### src/cfc_pkg.sv
// contactless frame coder package: modes, speeds, framing constants and carrier structs
// assumes the fc carrier clock (or a stand-in) drives clk; all counts are in clk cycles
package cfc_pkg;

  typedef enum logic [1:0] {
    CFC_PROTO_A = 2'b00,
    CFC_PROTO_B = 2'b01,
    CFC_PROTO_J = 2'b10
  } cfc_proto_t;

  // speed code 0..3 = 106, 212, 424, 848 kbit/s for types A and B; JIS gives 212 for codes 0..1, 424 for 2..3
  localparam logic [7:0] CFC_DIV_106 = 8'h80;
  localparam logic [7:0] CFC_DIV_212 = 8'h40;
  localparam logic [7:0] CFC_DIV_424 = 8'h20;
  localparam logic [7:0] CFC_DIV_848 = 8'h10;
  localparam logic [7:0] CFC_SUBC_DIV = 8'h10;

  localparam logic [3:0] CFC_PREAMBLE_LEN = 4'h6;
  localparam logic [7:0] CFC_SYNC0 = 8'hB2;
  localparam logic [7:0] CFC_SYNC1 = 8'h4D;
  localparam logic [15:0] CFC_CRC_A_INIT = 16'h6363;
  localparam logic [15:0] CFC_CRC_A_POLY = 16'h8408;
  localparam logic [15:0] CFC_CRC_J_INIT = 16'h0000;
  localparam logic [15:0] CFC_CRC_J_POLY = 16'h1021;
  localparam logic [15:0] CFC_CRC_B_INIT = 16'hFFFF;

  typedef struct packed {
    cfc_proto_t proto;
    logic [1:0] speed;
  } cfc_cfg_t;

  typedef struct packed {
    logic valid;
    logic [7:0] data;
    logic last;
  } cfc_byte_t;

  typedef struct packed {
    logic valid;
    logic [7:0] data;
    logic last;
    logic crc_ok;
    logic par_err;
  } cfc_rx_byte_t;

endpackage : cfc_pkg

### src/cfc_coder.sv
// contactless frame coder: framing, crc, parity and bit coding toward the card,
// bit decoding of card replies toward the host, with deframing in JIS mode only.
// assumes clk is the carrier fc; rx_in is the demodulated subcarrier/load level from the analog front end.
// Behaviour
// - type A transmit uses modified Miller, a pause per bit except for a 0 after a 1, period fc/128..fc/16
// - type A receive: fc/16 subcarrier, Manchester at 106, BPSK above
// - type A frames carry the part 3 CRC computed internally
// - type A adds odd parity per byte; dropped at speeds above 106
// - type B sends NRZ with 10 percent keying, receives BPSK fc/16
// - JIS mode Manchester-codes at fc/64 or fc/32 and decodes Manchester replies
// - JIS frames start with six zero bytes then B2h, 4Dh automatically
// - length byte counts data bytes plus itself
// - JIS CRC is computed most significant bit first
// - JIS CRC is appended after the last data byte
`timescale 1ns/1ps
module cfc_coder (
  input wire logic clk,
  input wire logic rst,
  input wire cfc_pkg::cfc_cfg_t cfg,
  input wire cfc_pkg::cfc_byte_t tx_byte,
  output logic tx_ready,
  output logic tx_mod,
  output logic tx_keying_full,
  output logic tx_busy,
  input wire logic rx_in,
  output cfc_pkg::cfc_rx_byte_t rx_byte
);

  typedef enum logic [2:0] {
    CFC_TX_IDLE = 3'b000,
    CFC_TX_PRE = 3'b001,
    CFC_TX_DATA = 3'b010,
    CFC_TX_CRC = 3'b011,
    CFC_TX_EOF = 3'b100
  } cfc_txst_t;

  // speed code to bit period in carrier cycles
  function automatic logic [7:0] cfc_div(input logic [1:0] sp);
    case (sp)
      2'b00: cfc_div = cfc_pkg::CFC_DIV_106;
      2'b01: cfc_div = cfc_pkg::CFC_DIV_212;
      2'b10: cfc_div = cfc_pkg::CFC_DIV_424;
      default: cfc_div = cfc_pkg::CFC_DIV_848;
    endcase
  endfunction : cfc_div

  // one crc bit step; reflected poly for type A/B, msb-first for JIS
  function automatic logic [15:0] cfc_crc_bit(input logic [15:0] c, input logic b, input logic msb);
    if (msb)
      cfc_crc_bit = {c[14:0], 1'b0} ^ ((c[15] ^ b) ? cfc_pkg::CFC_CRC_J_POLY : 16'h0000);
    else
      cfc_crc_bit = {1'b0, c[15:1]} ^ ((c[0] ^ b) ? cfc_pkg::CFC_CRC_A_POLY : 16'h0000);
  endfunction : cfc_crc_bit

  function automatic logic [15:0] cfc_crc_init(input cfc_pkg::cfc_proto_t p);
    case (p)
      cfc_pkg::CFC_PROTO_A: cfc_crc_init = cfc_pkg::CFC_CRC_A_INIT;
      cfc_pkg::CFC_PROTO_B: cfc_crc_init = cfc_pkg::CFC_CRC_B_INIT;
      default: cfc_crc_init = cfc_pkg::CFC_CRC_J_INIT;
    endcase
  endfunction : cfc_crc_init

  // ---------------- transmit ----------------
  cfc_txst_t tst_reg, tst_next;
  logic [7:0] cnt_reg, cnt_next;
  logic [3:0] bit_reg, bit_next;
  logic [3:0] bcnt_reg, bcnt_next;
  logic [7:0] sh_reg, sh_next;
  logic [15:0] crc_reg, crc_next;
  logic last_reg, last_next;
  logic par_reg, par_next;
  logic prev_reg, prev_next;
  logic mod_reg, mod_next;
  logic rdy_reg, rdy_next;
  logic full_reg, full_next;
  logic [7:0] div;
  logic msb_first;
  logic [3:0] nbits;
  logic cur_bit;
  logic [15:0] crc_upd;
  logic [15:0] crc_fin;
  logic [7:0] crc_byte;
  logic busy_reg, busy_next;

  always_comb
  begin
    div = cfc_div(cfg.speed);
    if (cfg.proto == cfc_pkg::CFC_PROTO_J)
      div = cfg.speed[1] ? cfc_pkg::CFC_DIV_424 : cfc_pkg::CFC_DIV_212;
    msb_first = (cfg.proto == cfc_pkg::CFC_PROTO_J);
    // 8 data bits plus parity only for type A at 106
    nbits = (cfg.proto == cfc_pkg::CFC_PROTO_A && cfg.speed == 2'b00) ? 4'h9 : 4'h8;
    if (bit_reg == 4'h8)
      cur_bit = par_reg;
    else
      cur_bit = msb_first ? sh_reg[7] : sh_reg[0];
    // crc including the bit now ending, so the last data bit reaches the appended bytes
    crc_upd = crc_reg;
    if (tst_reg == CFC_TX_DATA && bit_reg < 4'h8)
      crc_upd = cfc_crc_bit(crc_reg, cur_bit, msb_first);
    crc_fin = (cfg.proto == cfc_pkg::CFC_PROTO_B) ? ~crc_upd : crc_upd;
    crc_byte = msb_first ? crc_fin[15:8] : crc_fin[7:0];
  end

  always_comb
  begin
    tst_next = tst_reg;
    cnt_next = cnt_reg;
    bit_next = bit_reg;
    bcnt_next = bcnt_reg;
    sh_next = sh_reg;
    crc_next = crc_reg;
    last_next = last_reg;
    par_next = par_reg;
    prev_next = prev_reg;
    mod_next = mod_reg;
    rdy_next = 1'b0;
    full_next = (cfg.proto == cfc_pkg::CFC_PROTO_A);
    case (tst_reg)
      CFC_TX_IDLE:
      begin
        mod_next = 1'b0;
        prev_next = 1'b0;
        crc_next = cfc_crc_init(cfg.proto);
        cnt_next = 8'h00;
        bit_next = 4'h0;
        if (tx_byte.valid)
        begin
          // JIS preamble and sync come from here, never from the host
          if (cfg.proto == cfc_pkg::CFC_PROTO_J)
          begin
            tst_next = CFC_TX_PRE;
            bcnt_next = 4'h0;
            sh_next = 8'h00;
          end
          else
          begin
            tst_next = CFC_TX_DATA;
            sh_next = tx_byte.data;
            last_next = tx_byte.last;
            par_next = ~^tx_byte.data;
            rdy_next = 1'b1;
          end
        end
      end
      CFC_TX_PRE, CFC_TX_DATA, CFC_TX_CRC:
      begin
        cnt_next = cnt_reg + 8'h01;
        // per-protocol line coding of the current bit
        case (cfg.proto)
          cfc_pkg::CFC_PROTO_A: // pause for 1 at half-bit, for 0 after 0 in first quarter
            mod_next = (cur_bit && cnt_reg >= (div >> 1) && cnt_reg < (div >> 1) + (div >> 2))
              || (!cur_bit && !prev_reg && cnt_reg < (div >> 2));
          cfc_pkg::CFC_PROTO_B:
            mod_next = !cur_bit;
          default:
            mod_next = (cnt_reg < (div >> 1)) ? cur_bit : !cur_bit;
        endcase
        if (cnt_reg == div - 8'h01)
        begin
          cnt_next = 8'h00;
          prev_next = cur_bit;
          bit_next = bit_reg + 4'h1;
          crc_next = crc_upd;
          if (bit_reg < 4'h8)
            sh_next = msb_first ? {sh_reg[6:0], 1'b0} : {1'b0, sh_reg[7:1]};
          if (bit_reg == nbits - 4'h1)
          begin
            bit_next = 4'h0;
            bcnt_next = bcnt_reg + 4'h1;
            if (tst_reg == CFC_TX_PRE)
            begin
              if (bcnt_reg == cfc_pkg::CFC_PREAMBLE_LEN - 4'h1)
                sh_next = cfc_pkg::CFC_SYNC0;
              else if (bcnt_reg == cfc_pkg::CFC_PREAMBLE_LEN)
                sh_next = cfc_pkg::CFC_SYNC1;
              else if (bcnt_reg == cfc_pkg::CFC_PREAMBLE_LEN + 4'h1)
              begin
                // first host byte is the length byte
                tst_next = CFC_TX_DATA;
                sh_next = tx_byte.data;
                last_next = tx_byte.last;
                par_next = ~^tx_byte.data;
                rdy_next = 1'b1;
              end
              else
                sh_next = 8'h00;
            end
            else if (tst_reg == CFC_TX_DATA && !last_reg)
            begin
              // next host byte must be ready; an underrun ends the frame
              sh_next = tx_byte.data;
              last_next = tx_byte.last || !tx_byte.valid;
              par_next = ~^tx_byte.data;
              rdy_next = tx_byte.valid;
              if (!tx_byte.valid)
                tst_next = CFC_TX_EOF;
            end
            else if (tst_reg == CFC_TX_DATA)
            begin
              tst_next = CFC_TX_CRC;
              bcnt_next = 4'h0;
              sh_next = crc_byte;
              par_next = ~^crc_byte;
            end
            else if (bcnt_reg == 4'h0)
            begin
              sh_next = msb_first ? crc_fin[7:0] : crc_fin[15:8];
              par_next = ~^sh_next;
            end
            else
              tst_next = CFC_TX_EOF;
          end
        end
      end
      CFC_TX_EOF:
      begin
        mod_next = 1'b0;
        tst_next = CFC_TX_IDLE;
      end
      default:
        tst_next = CFC_TX_IDLE;
    endcase
    busy_next = (tst_next != CFC_TX_IDLE);
  end

  always_ff @(posedge clk)
  begin
    if (rst)
    begin
      tst_reg <= CFC_TX_IDLE;
      cnt_reg <= 8'h00;
      bit_reg <= 4'h0;
      bcnt_reg <= 4'h0;
      sh_reg <= 8'h00;
      crc_reg <= 16'h0000;
      last_reg <= 1'b0;
      par_reg <= 1'b0;
      prev_reg <= 1'b0;
      mod_reg <= 1'b0;
      rdy_reg <= 1'b0;
      full_reg <= 1'b0;
      busy_reg <= 1'b0;
    end
    else
    begin
      tst_reg <= tst_next;
      cnt_reg <= cnt_next;
      bit_reg <= bit_next;
      bcnt_reg <= bcnt_next;
      sh_reg <= sh_next;
      crc_reg <= crc_next;
      last_reg <= last_next;
      par_reg <= par_next;
      prev_reg <= prev_next;
      mod_reg <= mod_next;
      rdy_reg <= rdy_next;
      full_reg <= full_next;
      busy_reg <= busy_next;
    end
  end

  assign tx_ready = rdy_reg;
  assign tx_mod = mod_reg;
  assign tx_keying_full = full_reg;
  assign tx_busy = busy_reg;

  // ---------------- receive ----------------
  logic rx_s1_reg, rx_s2_reg, rx_s3_reg;
  logic [7:0] rcnt_reg, rcnt_next;
  logic [7:0] rsh_reg, rsh_next;
  logic [2:0] rbit_reg, rbit_next;
  logic [3:0] rby_reg, rby_next;
  logic [7:0] rlen_reg, rlen_next;
  logic [15:0] rcrc_reg, rcrc_next;
  logic ract_reg, ract_next;
  logic rph_reg, rph_next;
  cfc_pkg::cfc_rx_byte_t rxo_reg, rxo_next;
  logic sample, rbit_val;
  logic [7:0] rdiv;
  logic [7:0] rbyte_new;

  always_comb
  begin
    rdiv = (cfg.proto == cfc_pkg::CFC_PROTO_J) ? (cfg.speed[1] ? cfc_pkg::CFC_DIV_424 : cfc_pkg::CFC_DIV_212)
      : cfc_div(cfg.speed);
    sample = (rcnt_reg == (rdiv >> 2)) || (rcnt_reg == (rdiv >> 1) + (rdiv >> 2));
    // Manchester: first half level is the bit; BPSK: first half level xor second half level
    if (cfg.proto == cfc_pkg::CFC_PROTO_J || (cfg.proto == cfc_pkg::CFC_PROTO_A && cfg.speed == 2'b00))
      rbit_val = rph_reg;
    else
      rbit_val = rph_reg ^ rx_s3_reg;
    rbyte_new = msb_first ? {rsh_reg[6:0], rbit_val} : {rbit_val, rsh_reg[7:1]};
    rcnt_next = (rcnt_reg == rdiv - 8'h01) ? 8'h00 : rcnt_reg + 8'h01;
    rsh_next = rsh_reg;
    rbit_next = rbit_reg;
    rby_next = rby_reg;
    rlen_next = rlen_reg;
    rcrc_next = rcrc_reg;
    ract_next = ract_reg;
    rph_next = rph_reg;
    rxo_next = '0;
    if (!ract_reg)
    begin
      rcnt_next = 8'h00;
      rby_next = 4'h0;
      rbit_next = 3'h0;
      rcrc_next = cfc_crc_init(cfg.proto);
      if (rx_s3_reg != rx_s2_reg)
      begin
        ract_next = 1'b1;
        // a jis reply opens with preamble zeros, low first half, so the first edge is mid-bit
        if (cfg.proto == cfc_pkg::CFC_PROTO_J)
        begin
          rcnt_next = rdiv >> 1;
          rph_next = 1'b0;
        end
      end
    end
    else if (sample && rcnt_reg == (rdiv >> 2))
      rph_next = rx_s3_reg;
    else if (sample)
    begin
      rsh_next = rbyte_new;
      rbit_next = rbit_reg + 3'h1;
      if (!(cfg.proto == cfc_pkg::CFC_PROTO_J && rby_reg < cfc_pkg::CFC_PREAMBLE_LEN + 4'h2))
        rcrc_next = cfc_crc_bit(rcrc_reg, rbit_val, msb_first);
      if (rbit_reg == 3'h7)
      begin
        rby_next = (rby_reg == 4'hF) ? rby_reg : rby_reg + 4'h1;
        // preamble zeros and sync bytes are swallowed in JIS mode
        if (cfg.proto == cfc_pkg::CFC_PROTO_J && rby_reg < cfc_pkg::CFC_PREAMBLE_LEN + 4'h2)
        begin
          if (rby_reg == cfc_pkg::CFC_PREAMBLE_LEN + 4'h1 && rbyte_new != cfc_pkg::CFC_SYNC1)
            ract_next = 1'b0;
        end
        else
        begin
          if (cfg.proto == cfc_pkg::CFC_PROTO_J && rby_reg == cfc_pkg::CFC_PREAMBLE_LEN + 4'h2)
            // length counts itself; its data bytes and two crc bytes follow
            rlen_next = rbyte_new + 8'h01;
          else
            rlen_next = rlen_reg - 8'h01;
          rxo_next.valid = 1'b1;
          rxo_next.data = rbyte_new;
          rxo_next.last = (cfg.proto == cfc_pkg::CFC_PROTO_J && rlen_reg == 8'h01);
          rxo_next.crc_ok = (rcrc_next == 16'h0000) || (cfg.proto != cfc_pkg::CFC_PROTO_J);
          if (rxo_next.last)
            ract_next = 1'b0;
        end
      end
    end
  end

  always_ff @(posedge clk)
  begin
    if (rst)
    begin
      rx_s1_reg <= 1'b0;
      rx_s2_reg <= 1'b0;
      rx_s3_reg <= 1'b0;
      rcnt_reg <= 8'h00;
      rsh_reg <= 8'h00;
      rbit_reg <= 3'h0;
      rby_reg <= 4'h0;
      rlen_reg <= 8'h00;
      rcrc_reg <= 16'h0000;
      ract_reg <= 1'b0;
      rph_reg <= 1'b0;
      rxo_reg <= '0;
    end
    else
    begin
      rx_s1_reg <= rx_in;
      rx_s2_reg <= rx_s1_reg;
      rx_s3_reg <= rx_s2_reg;
      rcnt_reg <= rcnt_next;
      rsh_reg <= rsh_next;
      rbit_reg <= rbit_next;
      rby_reg <= rby_next;
      rlen_reg <= rlen_next;
      rcrc_reg <= rcrc_next;
      ract_reg <= ract_next;
      rph_reg <= rph_next;
      rxo_reg <= rxo_next;
    end
  end

  assign rx_byte = rxo_reg;

  // ---------------- checks ----------------
  AST_J_PREAMBLE: assert property (@(posedge clk) disable iff (rst)
    (tst_reg == CFC_TX_IDLE && tx_byte.valid && cfg.proto == cfc_pkg::CFC_PROTO_J) |=> tst_reg == CFC_TX_PRE && !tx_ready)
    else $error("jis frame did not begin with preamble");
  AST_CRC_AFTER_DATA: assert property (@(posedge clk) disable iff (rst)
    (tst_reg == CFC_TX_CRC) |-> $past(tst_reg) inside {CFC_TX_DATA, CFC_TX_CRC})
    else $error("crc sent without data before it");
  AST_A_FULL: assert property (@(posedge clk) disable iff (rst)
    (cfg.proto == cfc_pkg::CFC_PROTO_A && $stable(cfg)) |=> tx_keying_full)
    else $error("type A not using full keying");
  AST_B_TEN: assert property (@(posedge clk) disable iff (rst)
    (cfg.proto == cfc_pkg::CFC_PROTO_B && $stable(cfg)) |=> !tx_keying_full)
    else $error("type B using full keying");
  AST_B_NRZ: assert property (@(posedge clk) disable iff (rst)
    (cfg.proto == cfc_pkg::CFC_PROTO_B && tst_reg == CFC_TX_DATA) |=> tx_mod == !$past(cur_bit))
    else $error("type B not NRZ");
  AST_PARITY_ODD: assert property (@(posedge clk) disable iff (rst)
    tx_ready |-> par_reg == ~^sh_reg)
    else $error("parity not odd");
  AST_NBITS: assert property (@(posedge clk) disable iff (rst)
    (tst_reg != CFC_TX_IDLE && !(cfg.proto == cfc_pkg::CFC_PROTO_A && cfg.speed == 2'b00)) |-> bit_reg < 4'h8)
    else $error("parity bit sent outside type A 106");
  AST_J_MANCH: assert property (@(posedge clk) disable iff (rst)
    (cfg.proto == cfc_pkg::CFC_PROTO_J && tst_reg == CFC_TX_DATA && cnt_reg == 8'h01) |=> tx_mod == $past(cur_bit))
    else $error("jis first half not the bit value");
  AST_RX_OUT_SYNC: assert property (@(posedge clk) disable iff (rst)
    (rx_byte.valid && cfg.proto == cfc_pkg::CFC_PROTO_J) |-> $past(rby_reg, 1) >= cfc_pkg::CFC_PREAMBLE_LEN + 4'h2)
    else $error("preamble or sync passed to host");
  CVR_J_FRAME: cover property (@(posedge clk) tst_reg == CFC_TX_CRC && cfg.proto == cfc_pkg::CFC_PROTO_J);
  CVR_A_FRAME: cover property (@(posedge clk) tst_reg == CFC_TX_EOF && cfg.proto == cfc_pkg::CFC_PROTO_A);
  CVR_RX_LAST: cover property (@(posedge clk) rx_byte.valid && rx_byte.last);

endmodule : cfc_coder

### config.mk
export PLATFORM = sky130hd
export DESIGN_NAME = cfc_coder
export DESIGN_NICKNAME = d
export VERILOG_FILES = /design/src/cfc_pkg.sv /design/src/cfc_coder.sv
export SDC_FILE = /design/constraint.sdc
export NUM_CORES = 1
export LEC_CHECK = 0
export ABC_AREA = 1
export BUFFER_PORTS_ARGS = -buffer_cell sky130_fd_sc_hd__buf_4
export CAP_MARGIN = 30
export CORE_MARGIN = 2
export CORE_UTILIZATION = 60
export DETAILED_ROUTE_END_ITERATION = 7
export PLACE_DENSITY = 0.76
export SYNTH_ARGS = -nofsm -noshare
export SYNTH_HDL_FRONTEND = slang
export SYNTH_SLANG_ARGS = --single-unit
### constraint.sdc
create_clock -name clk -period 9.21 [get_ports clk]
set_clock_uncertainty 0.15 [all_clocks]
set_input_delay 2.763 -clock clk [delete_from_list [all_inputs] [get_ports clk]]
set_output_delay 2.763 -clock clk [all_outputs]
set_load 0.05 [all_outputs]
== Word level (Yosys, flattened, before mapping) ==
Index checks and enable logic that the tools add are counted.
Storage, ports and cells
  input port bits: 17
  word-level logic and storage cells: 273
  bits in registers: 114
  output and inout bits: 16
Cells by class
  equal/unequal tests: 38
  magnitude comparators: 6
  bitwise logic cells: 16
  reduce and logical (&&, ||, !) cells: 50
  add/sub/neg operators: 11
  muxes and demuxes: 123
Operator list (number)
  16-bit two-way mux: 14
  8-bit two-way mux: 21
  16-bit one-hot mux with 2 select lines: 2
  1-bit two-way mux: 47
  4-bit two-way mux: 9
  3-bit two-way mux: 11
  8-bit one-hot mux with 2 select lines: 2
  15-bit by 16-bit bitwise XOR with 16-bit output: 2
  16-bit by 13-bit bitwise XOR with 16-bit output: 2
  13-bit two-way mux: 2
  8-bit by 1-bit adder with 8-bit output (second input constant): 3
  8-bit equality test: 3
  8-bit one-hot mux with 3 select lines: 1
  8-bit XNOR reduction: 3
  7-bit two-way mux: 3
  9-bit AND reduction: 2
  4-bit by 3-bit equality test with 1-bit output (second input constant): 4
  16-bit logical NOT: 1
  16-bit NOT: 1
  4-bit one-hot mux with 2 select lines: 2
  8-bit by 1-bit subtractor with 8-bit output (second input constant): 2
  2-bit inequality test (second input constant): 7
  4-bit by 1-bit adder with 4-bit output (second input constant): 3
  4-bit equality test (second input constant): 3
  43 further kinds: 94

== Depth between registers and ports, before layout ==
Gate-level depths: netlist (run 1).
  depth after elaboration: 19
  gate-level depth with buffers: 22
  depth with buffers taken out: 22

== Worst setup path before layout (run 1) ==
Ideal clock, no wire load.
  kind: input-to-reg
  from: input cfg[3] (netlist bit)
  to: register rlen_reg[0]
  arrival: 5.359 ns
  buffers on the path: 3
  data required time: 8.980 ns
  stages on the path: 18
  library setup time: 0.080 ns
  path slack: 3.622 ns
  cells stage by stage: buf_4 > nand2_8 > inv_2 > o21ai_1 > inv_1 > ha_1 > ha_1 > xor2_1 > xor2_1 > nand2_1 > nor4_2 > and2_1 > buf_6 > nand2_8 > nor3_4 > buf_6 > nor2_1 > a211oi_2
On the way
  cells in the longest elaborated chain, start to end: 8
  elaborated cells between the ends (all ways): 19
  classes of those cells: add/sub: 2; eq/ne: 3; mux: 4; bitwise: 2; reduce/logical: 8
Ends and longest elaborated chain
  start, declared: RTL line cfc_coder.sv:19  | input wire cfc_pkg::cfc_cfg_t cfg,
  2-bit equality test
  8-bit two-way mux: RTL line cfc_coder.sv:285  | rdiv = (cfg.proto == cfc_pkg::CFC_PROTO_J) ? (cfg.speed[1] ? cfc_pkg::CFC_DIV_424 : cfc_pkg::CFC_DIV_212)
  7-bit by 6-bit adder with 8-bit output: RTL line cfc_coder.sv:287  | sample = (rcnt_reg == (rdiv >> 2)) || (rcnt_reg == (rdiv >> 1) + (rdiv >> 2));
  8-bit equality test: RTL line cfc_coder.sv:287
  1-bit logical OR: RTL line cfc_coder.sv:287
  1-bit logical AND: RTL line cfc_coder.sv:320  | else if (sample && rcnt_reg == (rdiv >> 2))
  1-bit NOT (no source line)
  5-bit AND reduction (no source line)
  end signal, assigned: RTL line cfc_coder.sv:381  | rlen_reg <= rlen_next;
  end, declared: RTL line cfc_coder.sv:274  | logic [7:0] rlen_reg, rlen_next;
Parallel ways exist; a longest one is shown, timed or not.
A chain may end at the register's enable or synchronous reset.

== Worst setup path after layout (run 1) ==
  from: input cfg[2] (netlist bit)
  to: register rlen_reg[6]
Same word-level chain as after synthesis.

==> metrics, run 1 <==
PortBufs 31; Async SR Flop Fraction 0; clk root buf clkbuf_16; met2 Usage GRT 0.539; Routed Antenna Nets 0; met1 Usage GRT 0.395; grt total ovfl 0; vias in the first global route about 8000; DRT iter0 DRCs 919; HP Class flop to flop; Distinct cells, synth 57; Post-Route WL 23.0 mm; NumNets Final 1295; Placeable Area 13200 um^2; Post-synth EDFFs 0; status finished, final reports clean; Crit Path Max Fanout 82; WL/cell 16.0 um; via count 8518; Area Growth Syn to Fin 10.0%; vias per cell about 6; actual slew at the worst max-slew pin 0.919 ns; Final Core Density 0.673; First-pass DRT Iterations 7; CTS buffer count 17; detailed-placement wirelength estimate about 16 mm; first-pass GRT wire length 37.8 mm; # fillers 1253; Synth Instances 1243; Setup Viol. Count Final 0; max-slew violation count 0; GR peak layer met2; grt met3 use 0.0557; max_cap viols 0; pwr/cell area 172 nW/um^2; Final Non-Filler Cells ~1400; Die X 120 um; clock buffer depth 2; FMAX approximately 160 MHz; height of the die 120 um; starting density of the core 0.612; Fin Setup TNS 0 ns; register area share after synthesis 0.279; H-tree depth 4; Startpoint Class input pin; Antenna Cells 0; Leak 3.78 nW; placer congestion estimate 0.974; synth warn 0; RSZ-0062 raised after global routing no; top_reg_cell synth dfxtp_1; cts repair resizes 0; Clk Latency, worst-skew pair between 0.4 and 0.5 ns; DRC violations left 0; Clk pin slew, worst setup/hold paths 0.06 ns; Period Utilization, post-route 0.696; Yosys reg bits approximately 110; Post-CTS Repair Setup Buffers 0; crit path kind input pin to flop; die area about 14000 um^2; synthesized net count 1289; Mean Syn Cell Area 6.52 um^2; largest net degree at the start of global routing 83; critical path required time ~9.4 ns; clock tree sinks 113; r2r setup slk 5.65 ns; maximum vdd drop roughly 0.00017 V; Max-slew headroom 0.387; GRT Util Overall 0.323; post-layout minimum cycle time 6.41 ns; final hold viol count 0; FP Rows 42; critical path endpoint category flop; CTS tree done; IO Count 33; layout cells sized above 1 0.0808; placed cells 1406; initial antenna violation count 0; WP data arrival 6.58 ns; synthesized area 8110 um^2; Post-CTS Hold Buffers 0
## cells in the final DEF (no fill, tap or decap), types with 10 or more instances in the layout
cell	instances
nand2_1	273
xor2_1	26
clkbuf_16	17
inv_1	150
a31oi_1	10
nor3_1	21
o221ai_1	11
dfxtp_1	113
ha_1	29
a221oi_1	19
buf_4	34
o211ai_1	17
o21ai_0	97
nand3_1	122
nor2_1	98
a21oi_1	99
## cell families (layout without fill, tap and decap cells)
| logic type | after synthesis | after routing | share of synthesized area |
|---|---|---|---|
| AO/OA/AOI/OAI | 299 | 299 | 0.220 |
| XOR/XNOR | 36 | 36 | 0.0398 |
| adder cells (fa/ha/maj) | 29 | 29 | 0.0448 |
| buffers and inverters | 206 | 225 | 0.107 |
| flip-flops | 113 | 113 | 0.279 |
| other | 1 | 1 | 0.000463 |
| AND/OR/NAND/NOR | 559 | 559 | 0.309 |
## Yosys cell counts, types with 10 or more instances
cell | number | area share
a21oi_1 | 99 | 0.061
a221oi_1 | 19 | 0.021
a31oi_1 | 10 | 0.0077
buf_2 | 10 | 0.0062
clkbuf_1 | 21 | 0.0097
dfxtp_1 | 113 | 0.28
ha_1 | 29 | 0.045
inv_1 | 150 | 0.069
nand2_1 | 273 | 0.13
nand3_1 | 122 | 0.075
nor2_1 | 98 | 0.045
nor3_1 | 21 | 0.013
o211ai_1 | 17 | 0.016
o21ai_0 | 97 | 0.060
o221ai_1 | 11 | 0.012
xor2_1 | 26 | 0.028
## stage by stage
step / cell area, um^2 / setup WS, ns / hold slack [ns] / total power, mW
floorplan: 8110 / 3.62 / 0.238 / 0.787
global placement: 8310 / 2.53 / 0.240 / 0.859
detailed placement: 8310 / 2.42 / 0.244 / 0.863
CTS: 8920 / 2.86 / 0.253 / 1.53
global route: 8920 / 2.40 / 0.269 / 1.60
finish: 8920 / 2.80 / 0.250 / 1.53
## report_power, final
group | total [mW] | switching [mW] | internal (mW)
registers | 0.532 | 0.0195 | 0.512
clock network | 0.671 | 0.255 | 0.416
logic | 0.331 | 0.225 | 0.106
total | 1.53 | 0.499 | 1.03
## layout make-up
| class | count | area, um^2 | share of cell area |
|---|---|---|---|
| Tap cell | 176 | 220 | 0.0247 |
| Inverter | 159 | 597 | 0.0669 |
| Clock buffer | 19 | 453 | 0.0508 |
| Multi-Input combinational cell | 924 | 4980 | 0.558 |
| Sequential cell | 113 | 2260 | 0.254 |
| Timing Repair Buffer | 34 | 255 | 0.0286 |
| Clock inverter | 13 | 151 | 0.0170 |
## path summary, 6_finish.rpt
path | from | end | cells past startpoint
worst min-delay path | rx_s1_reg$_SDFF_PP0_ | rx_s2_reg$_SDFF_PP0_ | 2
worst max register to register | tst_reg[2]$_SDFF_PP0_ | crc_reg[14]$_SDFFE_PP0P_ | 7
worst max-delay path | cfg[2] | rlen_reg[6]$_SDFFE_PP0P_ | 17
worst min register to register | rx_s1_reg$_SDFF_PP0_ | rx_s2_reg$_SDFF_PP0_ | 2
## routing by layer
| layer | wire length, um | up-vias |
|---|---|---|
| met5 | 0 | - |
| li1 | - | 4212 |
| met3 | 1530 | 82 |
| met2 | 10700 | 355 |
| met4 | 1000 | 0 |
| met1 | 9750 | 3869 |
## worst max-delay path, stage by stage
cell     delay (ns)
buf_4          0.11
inv_2          0.09
nand2_8        0.37
inv_2          0.06
o21ai_1        0.36
inv_1          0.14
ha_1           0.22
ha_1           0.23
xor2_1         0.24
xor2_1         0.17
nand2_1        0.08
nor4_2         0.20
and2_1         0.49
nand2_8        0.19
nor3_4         0.49
o21ai_0        0.18
o211a_1        0.15
(Power assumes the default switching activity.)
==> run 2: changes to the inputs <==
--- a/config.mk
+++ b/config.mk
@@ -9,9 +9,9 @@
 export BUFFER_PORTS_ARGS = -buffer_cell sky130_fd_sc_hd__buf_4
 export CAP_MARGIN = 30
 export CORE_MARGIN = 2
-export CORE_UTILIZATION = 60
+export CORE_UTILIZATION = 57
 export DETAILED_ROUTE_END_ITERATION = 7
-export PLACE_DENSITY = 0.76
+export PLACE_DENSITY = 0.75
 export SYNTH_ARGS = -nofsm -noshare
 export SYNTH_HDL_FRONTEND = slang
 export SYNTH_SLANG_ARGS = --single-unit
==> constraint.sdc (replaced) <==
create_clock -name clk -period 5.7 [get_ports clk]
set_clock_uncertainty 0.15 [all_clocks]
set_input_delay 1.71 -clock clk [delete_from_list [all_inputs] [get_ports clk]]
set_output_delay 1.71 -clock clk [all_outputs]
set_load 0.05 [all_outputs]
==> run 2 against run 1 <==
Die area is 5.1% higher. Total power is 61% higher. Global-route usage is 0.64 points lower. Via count is 0.12% higher. Critical path depth stayed put. Count of clock-buffer cells in the layout is 3 higher. Critical path type unchanged. Critical endpoint unchanged. Largest cell class unchanged.
==> metrics, run 2 (synthesized netlist as in run 1, its figures left out) <==
status finished, final reports clean (unchanged); DRC violations left 0 (unchanged); placer congestion estimate 0.947 (was 0.974); post-layout minimum cycle time about 4.8 ns; largest net degree at the start of global routing 80 (was 83); height of the die 123 um (was 120 um); cts repair resizes 0 (unchanged); initial antenna violation count 0 (unchanged); NumNets Final 1301 (was 1295); P_sw 0.779 mW (was 0.499 mW); layout cells sized above 1 0.0820 (was 0.0808); First-pass DRT Iterations 5 (was 7); Leak 3.80 nW (was 3.78 nW); CTS buffer count 17 (unchanged); logic gate share of total power 0.217 (was 0.216); GRT Util Overall 0.316 (was 0.323); Post-Route WL 23.1 mm (was 23.0 mm); worst r2r path cells 7 (unchanged); FMAX 206 MHz; Worst Hold Launch rx_s1_reg$_SDFF_PP0_ (unchanged); actual slew at the worst max-slew pin 0.993 ns (was 0.919 ns); WP data arrival 5.01 ns (was 6.58 ns); Clk pwr share 0.436 (was 0.438); critical path, cell by cell buf_4, inv_2, nand2_8, inv_2, o21ai_1, inv_1, ha_1, ha_1, xor2_1, xor2_1, nand2_1, nor4_2, and2_1, nand2_8, nor3_4, o21ai_0, o211a_1 (unchanged); # fillers 1354 (was 1253); vias in the first global route 7953 (was 7901); HP Class flop to flop (unchanged); clk root buf clkbuf_16 (unchanged); die area 15200 um^2 (was 14500 um^2); Setup Viol. Count Final 0 (unchanged); DRT iter0 DRCs 804 (was 919); Die X 123 um (was 120 um); Period Utilization, post-route 0.850; Area Growth Syn to Fin 10.4% (was 10.0%); clock buffer depth 2 (unchanged); detailed-placement wirelength estimate 16.2 mm (about the same); Placeable Area 13900 um^2 (was 13200 um^2); via count 8528 (was 8518); clock tree sinks 113 (unchanged); internal power 1.70 mW (was 1.03 mW); Post-CTS Repair Setup Buffers 0 (unchanged); crit path kind input pin to flop (unchanged); Startpoint Class input pin (unchanged); r2r setup slk 2.32 ns (was 5.65 ns); RSZ-0062 raised after global routing no (unchanged); r2r endpoint crc_reg[0]$_SDFFE_PP0P_ (was crc_reg[14]$_SDFFE_PP0P_); final hold viol count 0 (unchanged); Antenna Cells 0 (unchanged); IO Count 33 (unchanged); FP Rows 43 (was 42); grt total ovfl 0 (unchanged); switch share 0.315 (was 0.326); max-slew violation count 0 (unchanged); PortBufs 31 (unchanged); r2r startpoint tst_reg[2]$_SDFF_PP0_ (unchanged); Clk Latency, worst-skew pair 0.42 ns (was 0.43 ns); first-pass GRT wire length 38.4 mm (was 37.8 mm); endpoint of the worst hold path rx_s2_reg$_SDFF_PP0_ (unchanged); CTS tree done (unchanged); Fin Setup TNS 0 ns (unchanged); sequential share of power 0.347 (about the same); Finished Cell Area 8950 um^2 (was 8920 um^2); CP max stage delay 0.50 ns (was 0.49 ns); vias per cell 5.89 (was 5.92); max_cap viols 0 (unchanged); Crit Path Max Fanout 18 (was 82); Worst Hold Path Cells 2 (unchanged); Routed Antenna Nets 0 (unchanged); critical path required time 5.86 ns (was 9.38 ns); pwr/cell area 277 nW/um^2 (was 172 nW/um^2); most frequent cells in the layout nand2_1 (273), inv_1 (150), nand3_1 (122) (unchanged); WL/cell 16.0 um (about the same); Tot Pwr 2.48 mW (was 1.53 mW); placed cell area 8360 um^2 (was 8310 um^2); hold slack 0.263 ns (was 0.250 ns); leading cell type in the layout, fill and taps excluded nand2_1 (unchanged); Clk pin slew, worst setup/hold paths 0.05 ns (was 0.06 ns); Post-CTS Hold Buffers 0 (unchanged); starting density of the core 0.584 (was 0.612); H-tree depth 4 (unchanged); critical path endpoint category flop (unchanged); CP max-delay cell nor3_4 (was and2_1); Max-slew headroom 0.337 (was 0.387); maximum vdd drop 0.000251 V (was 0.000166 V)
==> run 2: cell count changes in the layout (fill, tap and decap cells not counted) <==
cell | before | now
clkbuf_1 | 0 | 4
clkinv_4 | 4 | 0
clkinv_2 | 1 | 3
bufinv_16 | 2 | 3
clkbuf_8 | 2 | 1
inv_6 | 2 | 0
buf_4 | 34 | 40
inv_8 | 1 | 0
clkinvlp_4 | 3 | 4
==> run 2: metrics by stage <==
| stage | worst slack, ns | utilization | std cells |
|---|---|---|---|
| finish | 0.854 | 0.645 | 1448 |
| global route | 0.563 | 0.645 | 1448 |
| CTS | 0.886 | 0.645 | 1448 |
| detailed placement | 0.476 | 0.603 | 1416 |
| global placement | 0.669 | 0.603 | 1416 |
| floorplan | 1.16 | - | 1243 |
==> run 2: worst max path at each step <==
stage	startpoint	end	slack (ns)	cells after the start
floorplan	cfg[3]	rlen_reg[0]$_SDFFE_PP0P_	1.16	18
global placement	cfg[2]	rlen_reg[6]$_SDFFE_PP0P_	0.67	17
detailed placement	cfg[2]	rlen_reg[6]$_SDFFE_PP0P_	0.48	17
CTS	cfg[2]	rlen_reg[6]$_SDFFE_PP0P_	0.89	17
global route	cfg[2]	rlen_reg[6]$_SDFFE_PP0P_	0.56	17
finish	cfg[2]	rlen_reg[6]$_SDFFE_PP0P_	0.85	17
==> run 2: critical path: cells and delay by family <==
family	cells	cell delay (ns)
xor gates and xnor gates	2	0.43
adders and majority gates	2	0.47
buffers and inverters	4	0.37
and+or+nand+nor	6	1.32
AOI/OAI and AO/OA	3	0.68
==> run 2: power groups by stage <==
stage	logic [mW]	clock network (mW)	registers [mW]
final	0.537	1.08	0.860
after global routing	0.605	1.12	0.863
after CTS	0.528	1.09	0.859
after detailed placement	0.524	0	0.875
after global placement	0.517	0	0.874
after floorplan	0.403	0	0.869
==> run 2: layout make-up <==
class	instances	area [um^2]	share of cell area
clock inverter	10	135	0.0151
multi-input combinational	924	4980	0.556
inverter	159	597	0.0667
timing repair buffer	40	300	0.0335
tap	180	225	0.0252
sequential	113	2260	0.253
clock buffer	22	454	0.0507
==> run 2: layer usage <==
| layer | share of wire | wire length (um) | up-vias | GRT usage |
|---|---|---|---|---|
| li1 | - | - | 4218 | - |
| met1 | 0.44 | 10100 | 3916 | 0.408 |
| met2 | 0.48 | 11000 | 334 | 0.526 |
| met3 | 0.060 | 1380 | 60 | 0.0494 |
| met4 | 0.029 | 681 | 0 | 0.131 |
| met5 | 0 | 0 | - | 0 |
